[config.mk]
export PLATFORM = sky130hd
export DESIGN_NAME = regulator_status_control_regs
export DESIGN_NICKNAME = d
export VERILOG_FILES = /design/src/rtl/regulator_regs_pkg.sv /design/src/rtl/volt_reg_bank.sv /design/src/rtl/regulator_status_control_regs.sv
export SDC_FILE = /design/constraint.sdc
export NUM_CORES = 1
export LEC_CHECK = 0
export ABC_AREA = 1
export CORE_MARGIN = 4
export CORE_UTILIZATION = 40
export DETAILED_ROUTE_END_ITERATION = 8
export DONT_BUFFER_PORTS = 1
export SETUP_SLACK_MARGIN = 0.1
export SLEW_MARGIN = 5
export SYNTH_ARGS = -nofsm -noshare
export SYNTH_HDL_FRONTEND = slang
export SYNTH_SLANG_ARGS = --single-unit
[constraint.sdc]
create_clock -name ref_clk -period 4.5 [get_ports ref_clk]
set_clock_uncertainty 0.1 [all_clocks]
set_input_delay 1.35 -clock ref_clk [delete_from_list [all_inputs] [get_ports ref_clk]]
set_output_delay 1.35 -clock ref_clk [all_outputs]
set_load 0.05 [all_outputs]
[src/rtl/regulator_regs_pkg.sv]
// Package for the regulator status and control register group.
// Assumes byte-wide page-0 offsets and one system clock.
package regulator_regs_pkg;

    // ----------------------------------------------------------------
    // register offsets
    // ----------------------------------------------------------------
    localparam logic [7:0] VOLT_BASE_OFFSET            = 8'h60;
    localparam logic [7:0] VOLT_LAST_OFFSET            = 8'h6C;
    localparam logic [7:0] POWER_GOOD_OFFSET           = 8'h71;
    localparam logic [7:0] ALWAYS_ON_OFFSET            = 8'h72;
    localparam logic [7:0] FAULT_IRQ_ENABLE_OFFSET     = 8'h73;
    localparam logic [7:0] FAULT_STATUS_OFFSET         = 8'h75;
    localparam logic [7:0] WRITE_PROTECT_OFFSET        = 8'h77;

    // ----------------------------------------------------------------
    // field layout and reset values
    // ----------------------------------------------------------------
    localparam int         EXT_REG_COUNT               = 7;
    localparam int         SMALL_REG0_INDEX            = 3;
    localparam int         ENABLE_BIT                  = 7;
    localparam int         FIRST_PROTECTED_BIT         = 4;
    localparam int         PROTECT_WIDTH               = 3;
    localparam int         POWER_GOOD_WIDTH            = 3;
    localparam int         FAULT_WIDTH                 = 4;
    localparam logic [7:0] SMALL_REG0_RESET            = 8'h2A;
    localparam logic [7:0] OTHER_REG_RESET             = 8'h12;
    localparam logic [7:0] READ_ZERO                   = 8'h00;

    // ----------------------------------------------------------------
    // shared decode and arithmetic
    // ----------------------------------------------------------------
    function automatic logic is_volt_addr(input logic [7:0] addr);
        is_volt_addr = (addr >= VOLT_BASE_OFFSET) && (addr <= VOLT_LAST_OFFSET) && !addr[0];
    endfunction : is_volt_addr

    function automatic logic [2:0] volt_index(input logic [7:0] addr);
        logic [7:0] diff;
        diff       = addr - VOLT_BASE_OFFSET;
        volt_index = diff[3:1];
    endfunction : volt_index

    function automatic logic [7:0] volt_reset(input int idx);
        volt_reset = (idx == SMALL_REG0_INDEX) ? SMALL_REG0_RESET : OTHER_REG_RESET;
    endfunction : volt_reset

    // protected bits keep their old value, the rest take the write
    function automatic logic [7:0] merge_protected(input logic [7:0] old_val,
                                                   input logic [7:0] new_val,
                                                   input logic [2:0] protect);
        logic [7:0] keep;
        keep            = {1'b0, protect, 4'h0};
        merge_protected = (old_val & keep) | (new_val & ~keep);
    endfunction : merge_protected

endpackage : regulator_regs_pkg

[src/rtl/volt_reg_bank.sv]
// Output-voltage registers of the seven external regulators.
// Assumes the decode and write-protect mask come from the register group.
`timescale 1ns/1ns
module volt_reg_bank
    import regulator_regs_pkg::*;
#(
    parameter int COUNT = EXT_REG_COUNT
) (
    input  wire logic                 ref_clk,
    input  wire logic                 reset,
    input  wire logic                 wr_en,
    input  wire logic [2:0]           wr_idx,
    input  wire logic [7:0]           wr_data,
    input  wire logic [2:0]           protect,
    input  wire logic                 rd_en,
    input  wire logic [2:0]           rd_idx,
    output logic      [7:0]           rd_data,
    output logic      [COUNT*8-1:0]   contents
);

    typedef struct packed {
        logic [COUNT-1:0][7:0] regs;
        logic [7:0]            rdata;
    } bank_state_t;

    bank_state_t state;
    bank_state_t next_state;

    always_comb begin
        next_state = state;
        if (wr_en && (int'(wr_idx) < COUNT)) begin
            next_state.regs[wr_idx] = merge_protected(state.regs[wr_idx], wr_data, protect);
            // enable bit of small regulator 0 is reserved and stays clear
            if (int'(wr_idx) == SMALL_REG0_INDEX) begin
                next_state.regs[wr_idx][ENABLE_BIT] = 1'b0;
            end
        end
        if (rd_en) begin
            next_state.rdata = (int'(rd_idx) < COUNT) ? state.regs[rd_idx] : READ_ZERO;
        end
    end

    always_ff @(posedge ref_clk or posedge reset) begin
        if (reset) begin
            for (int i = 0; i < COUNT; i++) begin
                state.regs[i] <= volt_reset(i);
            end
            state.rdata <= READ_ZERO;
        end else begin
            state <= next_state;
        end
    end

    assign rd_data  = state.rdata;
    assign contents = state.regs;

endmodule : volt_reg_bank

[src/rtl/regulator_status_control_regs.sv]
// Regulator status and control register group, byte wide, page 0.
// Assumes the bus bridge (serial slave or controller port) presents one
// access per cycle on reg_addr with reg_wr or reg_rd.
`timescale 1ns/1ns
// Summary of operation
// - status byte bits 0..2 show audio high, clockgen low, clockgen high power good
// - power good bits 7..3 read zero; writes to that byte do nothing
// - always-on byte bit 0 picks 3.0 V when set, resets to 3.3 V
// - fault irq enable byte for seven external regulators, all reset disabled
// - enable bits 0..2 large regulators, 3..6 small regulators, bit 7 reserved
// - fault status byte bits 0..3 flag audio, clockgen low/high, always-on faults
// - protect byte bits 0..2 block writes to voltage bits 4..6
// - protected voltage bits writable while protect bit is clear; bits 7..3 reserved
// - voltage registers hold 7-bit code, 25 mV steps over 750 mV, bit 7 enable (reserved and kept clear for small regulator 0)
module regulator_status_control_regs
    import regulator_regs_pkg::*;
#(
    parameter int REG_COUNT = EXT_REG_COUNT
) (
    input  wire logic                      ref_clk,
    input  wire logic                      reset,
    input  wire logic [7:0]                reg_addr,
    input  wire logic                      reg_wr,
    input  wire logic                      reg_rd,
    input  wire logic [7:0]                reg_wdata,
    output logic      [7:0]                reg_rdata,
    output logic                           reg_rvalid,
    input  wire logic [POWER_GOOD_WIDTH-1:0] rail_good_in,
    input  wire logic [FAULT_WIDTH-1:0]    rail_fault_in,
    output logic                           always_on_volt_select,
    output logic      [REG_COUNT-1:0]      external_fault_irq_enable,
    output logic      [PROTECT_WIDTH-1:0]  write_protect,
    output logic      [REG_COUNT*8-1:0]    regulator_settings
);

    // ----------------------------------------------------------------
    // state
    // ----------------------------------------------------------------
    typedef struct packed {
        logic [POWER_GOOD_WIDTH-1:0] rail_good;
        logic [FAULT_WIDTH-1:0]      rail_fault;
        logic                        ao_select;
        logic [REG_COUNT-1:0]        irq_enable;
        logic [PROTECT_WIDTH-1:0]    protect;
        logic                        rd_pending;
        logic                        rd_from_bank;
        logic [7:0]                  rd_local;
        logic [7:0]                  rdata;
        logic                        rvalid;
    } regs_state_t;

    regs_state_t state;
    regs_state_t next_state;

    logic [7:0]  bank_rdata;
    logic        bank_wr;
    logic        bank_rd;

    // a read of a voltage register takes the bank's registered word, so
    // every read is given the same two-cycle latency
    assign bank_wr = reg_wr && is_volt_addr(reg_addr);
    assign bank_rd = reg_rd && is_volt_addr(reg_addr);

    volt_reg_bank #(
        .COUNT    (REG_COUNT)
    ) u_bank (
        .ref_clk  (ref_clk),
        .reset    (reset),
        .wr_en    (bank_wr),
        .wr_idx   (volt_index(reg_addr)),
        .wr_data  (reg_wdata),
        .protect  (state.protect),
        .rd_en    (bank_rd),
        .rd_idx   (volt_index(reg_addr)),
        .rd_data  (bank_rdata),
        .contents (regulator_settings)
    );

    // ----------------------------------------------------------------
    // next-state logic
    // ----------------------------------------------------------------
    always_comb begin
        next_state            = state;
        // status inputs are sampled every cycle, reads see the sampled copy
        next_state.rail_good  = rail_good_in;
        next_state.rail_fault = rail_fault_in;
        next_state.rvalid     = 1'b0;

        // writes: read-only and reserved offsets fall through and are dropped
        if (reg_wr) begin
            case (reg_addr)
                ALWAYS_ON_OFFSET: begin
                    next_state.ao_select = reg_wdata[0];
                end
                FAULT_IRQ_ENABLE_OFFSET: begin
                    next_state.irq_enable = reg_wdata[REG_COUNT-1:0];
                end
                WRITE_PROTECT_OFFSET: begin
                    next_state.protect = reg_wdata[PROTECT_WIDTH-1:0];
                end
                default: begin
                    next_state.protect = state.protect;
                end
            endcase
        end

        // read stage one: pick local byte, remember whether bank answers
        next_state.rd_pending   = reg_rd;
        next_state.rd_from_bank = bank_rd;
        if (reg_rd) begin
            case (reg_addr)
                POWER_GOOD_OFFSET: begin
                    next_state.rd_local = {5'h00, state.rail_good};
                end
                ALWAYS_ON_OFFSET: begin
                    next_state.rd_local = {7'h00, state.ao_select};
                end
                FAULT_IRQ_ENABLE_OFFSET: begin
                    next_state.rd_local = {1'b0, state.irq_enable};
                end
                FAULT_STATUS_OFFSET: begin
                    next_state.rd_local = {4'h0, state.rail_fault};
                end
                WRITE_PROTECT_OFFSET: begin
                    next_state.rd_local = {5'h00, state.protect};
                end
                default: begin
                    next_state.rd_local = READ_ZERO;
                end
            endcase
        end

        // read stage two: present the byte for one cycle
        if (state.rd_pending) begin
            next_state.rdata  = state.rd_from_bank ? bank_rdata : state.rd_local;
            next_state.rvalid = 1'b1;
        end
    end

    // ----------------------------------------------------------------
    // registers
    // ----------------------------------------------------------------
    always_ff @(posedge ref_clk or posedge reset) begin
        if (reset) begin
            state <= '0;
        end else begin
            state <= next_state;
        end
    end

    assign reg_rdata                 = state.rdata;
    assign reg_rvalid                = state.rvalid;
    assign always_on_volt_select     = state.ao_select;
    assign external_fault_irq_enable = state.irq_enable;
    assign write_protect             = state.protect;

endmodule : regulator_status_control_regs

Yosys cells after proc, flatten, opt, wreduce, memory -nomap -nowiden
Cells that the tools add are included.
Widths: inputs -> output; s select.

operators by class
  reduce and logical (&&, ||, !) cells = 10
  $add $sub $neg = 1
  order comparisons = 5
  bitwise gates (word level) = 6
  equal/unequal tests = 6
  muxes and demuxes = 12

operator list
  cell                 count
  $and 56x56->56       1
  $bwmux 56            1
  $mux 56              1
  $not 56->56          1
  $demux 8 s3          2
  $eq 8x7->1 const B   5
  $mux 8               5
  $pmux 7 s5           1
  $bmux 8 s3           1
  $and 8x7->8          1
  $and 8x8->8          1
  $ge 8x7->1 const B   1
  $le 8x7->1 const B   1
  $not 7->8            1
  $or 8x8->8           1
  $logic_and 1x1->1    6
  $reduce_and 2->1     3
  $lt 3x4->1 const B   1
  $sub 4x1->4 const B  1
  $eq 3x3->1 const B   1
  $ge 3x1->1 const B   1
  $lt 3x3->1 const B   1
  $logic_not 1->1      1
  $mux 1               1

word-level totals
  output and inout bits = 76
  flip-flop bits (word level) = 101

Depth between registers and ports, before layout
  word-level depth = 8
  depth in mapped cells = 10

Hierarchy
From an unflattened synthesis, not the netlist that was laid out.

second synthesis, totals
  cell total of the unflattened synthesis = 614
  area, all modules = 4972.3 um^2

modules (own cells, without submodules)
  module                         cells an instance  area an instance (um^2)  instances
  volt_reg_bank                  420                3250.6                   1
  regulator_status_control_regs  194                1721.7                   1

Worst setup path after synthesis
No wires, ideal clock.

  path kind = in2reg
  start = input port reg_addr[2]
  end = register u_bank.state, in the netlist u_bank.contents[45]
  library setup time = 119 ps
  arrival time = 2316 ps
  stages = 10
  data required time = 4281 ps
  setup slack = 1965 ps
  cells stage by stage = buf_4 > nand2_1 > clkinv_2 > nand2_1 > nand2_2 > nand3_4 > nor2_4 > inv_2 > nand2_1 > nand2_1

between the ends
  cells in the longest elaborated chain, start to end = 8

RTL lines
  item                                                               line                                           RTL
  start, declared                                                    regulator_status_control_regs.sv:22            input wire logic [7:0] reg_addr,
  $sub 4x1->4                                                        regulator_regs_pkg.sv:39                       diff = addr - VOLT_BASE_OFFSET;
  $lt 3x4->1 (not written as such), or another cell as far along     volt_reg_bank.sv:32                            next_state.regs[wr_idx] = merge_protected(state.regs[wr_idx], wr_data, protect);
  $logic_and 1x1->1 (not written as such) or $mux 8 (tied branches)  volt_reg_bank.sv:32
  $mux 8 (not written as such) or $and 8x7->8 (tied branches)        volt_reg_bank.sv:32, regulator_regs_pkg.sv:53
  $demux 8 s3 or $or 8x8->8 (tied branches)                          n/a
  $bwmux 56                                                          volt_reg_bank.sv:32
  $and 56x56->56 (no line)                                           n/a
  $mux 56                                                            volt_reg_bank.sv:34                            if (int'(wr_idx) == SMALL_REG0_INDEX) begin
  end signal, assigned                                               volt_reg_bank.sv:50                            state <= next_state;
  end, declared                                                      volt_reg_bank.sv:26                            bank_state_t state;

Several ways; a longest one is shown, not always the timed one. The select of a mux whose other input is x is not followed.
A chain may end at the register's enable or synchronous reset.

Final worst setup path
  start = input port reg_addr[2]
  end = register u_bank.state, in the netlist u_bank.contents[13]

The elaborated chain is that of the path after synthesis.

==> metrics.md <==
| Metric | Value |
|---|---|
| Status | `finished, final reports clean` |
| Top_reg_cell synth | `dfrtp_1` |
| P&R area growth vs syn | `4.72%` |
| Fillcell total | `1177` |
| CTS tree | `yes` |
| # Max-Cap Violations | `0` |
| Hold crit path type | `reg -> reg` |
| Share of layout cells above drive strength 1 | `9.37%` |
| Antenna Nets Post-Route | `0` |
| Top post-synthesis cells by count | `nand2_1, dfrtp_1, nand3_1, o21ai_0, inv_1` |
| Final worst setup slack | `1.54 ns` |
| Ant. Diodes | `0` |
| Fin cells | `730` |
| RSZ-0062 raised after global routing | `no` |
| Final hold violations | `0` |
| Distinct cells, synth | `28` |
| Final period util | `65.8%` |
| Post-Place Cells | `714` |
| Largest net degree at the start of global routing | `56` |
| DR pass1 iterations | `5` |
| Proportion of synthesized area in mux cells | `0%` |
| H-Tree Depth | `3` |
| Setup Viol. Count Final | `0` |
| Async set-or-reset flop fraction in the synthesized netlist | `100%` |
| Setup bufs post-CTS | `0` |
| TritonCTS buffer count | `9` |
| Clk sinks | `100` |
| Wirelength per Cell | `19.1 um` |
| #FFs+latches synth | `100` |
| Max Clk Rate | `338 MHz` |
| Leakage | `2.54 nW` |
| Hold slack | `0.385 ns` |
| Ports | `103` |
| Met3 wire len | `1360 um` |
| Hpwl dp | `10300 um` |
| Number of DRC markers in iteration 0 | `342` |
| Cell Rows | `39` |
| Synth Net Count | `640` |
| Vias | `3917` |
| Relative slew slack | `50.6%` |
| GRT Resource Usage Total | `20.8%` |
| First-pass GRT wire length | `22000 um` |
| Core area | `11600 um^2` |
| Nets | `609` |
| Via-to-Cell Ratio | `5.37` |
| Post-route met1 wirelength | `5780 um` |
| Compound-Gate Fraction of Synth Area | `6.51%` |
| Cell taking the most area after synthesis | `dfrtp_1` |
| Initial antenna violation count | `0` |
| Vias in the first global route | `3832` |
| Clock tree buffer depth | `2` |
| Dominant cells by area after synthesis | `dfrtp_1, nand2_1, dfstp_2, nand3_1, o21ai_0` |
| Metal2 WL | `6520 um` |
| Pre-CTS WS | `1.21 ns` |
| Fin. max-slew vios | `0` |
| Post-Synth XOR/XNOR Area | `0%` |
| Ys Warns | `0` |
| CTS clk-pin slew, worst paths | `0.07 ns` |
| PortBufs | `0` |
| Grt ovf | `0` |
| # resized after CTS | `0` |
| Die ar. | `13900 um^2` |
| Period minus WS final | `2.96 ns` |
| Worst Path Arrival | `3.10 ns` |
| CTS Hold Bufs | `0` |
| Drt drc | `0` |
| Required @ worst endpoint | `4.64 ns` |
| Post-synthesis cell area | `4830 um^2` |
| Setup TNS | `0 ns` |
| Post-Synth Simple-Gate Area | `31.7%` |
| Initial Utilization | `41.6%` |
| Worst skew pair latency | `0.35 ns` |
| Main combinational cell family by area after synthesis | `simple AND/OR/NAND/NOR gates` |
| Die Width | `118 um` |
| Crit Path Class | `in -> reg` |
| Share of the yosys chip area belonging to registers | `52.2%` |
| Placer Congestion | `0.895` |
| EDFF count, synth | `0` |
| Pwr Density | `393 nW/um^2` |
| Post-synthesis cell count | `613` |
| Crit start category | `input port` |
| Syn_area_per_cell | `7.87 um^2` |
| Top cell type's share of synthesized area | `44.1%` |
| Routed wire length | `13900 um` |
| Die Ht | `118 um` |
| Uppermost layer routed | `met4` |
| Most instantiated library cell after synthesis | `nand2_1` |
| Root Buffer Master | `clkbuf_16` |
| VDD IR max | `0.211 mV` |
| CP endpoint kind | `flop` |
| Slew @ Worst Pin | `0.738 ns` |
| CP Max Fanout | `16` |
| Post-Synth Adder-Cell Area | `0%` |
## worst max-delay path, cell delays in order
cell and delay, ns:
nor2_1 0.56, nand2_1 0.34, nor2_2 0.48, inv_1 0.21, nand2_1 0.10, nand2_1 0.06
## area by class of cell
cell class                      instances  area [um^2]  area share, %
Clock buffer                           12          267           5.27
Clock inverter                          4         22.5          0.446
Inverter                               51          195           3.86
Multi-Input combinational cell        418         1840           36.5
Sequential cell                       100         2520           49.9
Tap cell                              143          179           3.54
Timing Repair Buffer                    2         27.5          0.545
## sequential cells by signal, indices dropped and copies added, names as in the netlist
name	flops
always_on_volt_select	1
external_fault_irq_enable	7
reg_rdata	8
reg_rvalid	1
state	16
u_bank.contents	56
u_bank.rd_data	8
write_protect	3
## cell usage in the layout (no fill, tap or decap), types with 3 or more instances in the layout
cell type    n
nand2_1    246
dfrtp_1     85
nand3_1     56
o21ai_0     45
inv_1       43
nor2_1      31
dfstp_2     15
nand4_1     11
clkbuf_16    9
a31oi_1      7
inv_2        5
nor2_4       5
clkinv_2     4
nor2_2       3
or2_2        3
clkbuf_8     3
## final timing paths
check / to / slack, ns / cells after the start / startpoint
max: u_bank.contents[13] / 1.54 / 6 / reg_addr[2]
max in group asynchronous: u_bank.contents[27] / 2.72 / 2 / reset
min in group asynchronous: u_bank.contents[15] / 0.84 / 1 / reset
min reg2reg: u_bank.rd_data[7] / 0.39 / 2 / u_bank.rd_data[7]
max reg2reg: u_bank.contents[45] / 2.62 / 6 / u_bank.contents[45]
min: u_bank.rd_data[7] / 0.39 / 2 / u_bank.rd_data[7]
## metal layers
layer | track usage [%] | vias to the layer above
met3 | 9.47 | 20
met2 | 32.2 | 165
met5 | 0 | -
li1 | - | 1859
met1 | 26.2 | 1873
met4 | 5.93 | 0
## power breakdown
part | switching, mW | internal, mW
logic | 0.0874 | 0.0341
clock network | 0.337 | 0.417
registers | 0.164 | 0.949
## stage by stage
stage / area [um^2] / total power, mW / util [%]
3_3_place_gp: 4770 / 1.25 / 41.0
5_1_grt: 5050 / 2.08 / 43.5
2_1_floorplan: 4830 / 1.23 / -
4_1_cts: 5050 / 2.00 / 43.5
6_report: 5050 / 1.99 / 43.5
3_5_place_dp: 4770 / 1.25 / 41.0
## logic make-up (layout without fill, tap and decap cells)
kind of cell | after synthesis | count (layout)
and+or+nand+nor | 359 | 359
AOI/OAI and AO/OA | 59 | 59
buffers and inverters | 95 | 69
DFF | 100 | 100
(Power assumes the default switching activity.)
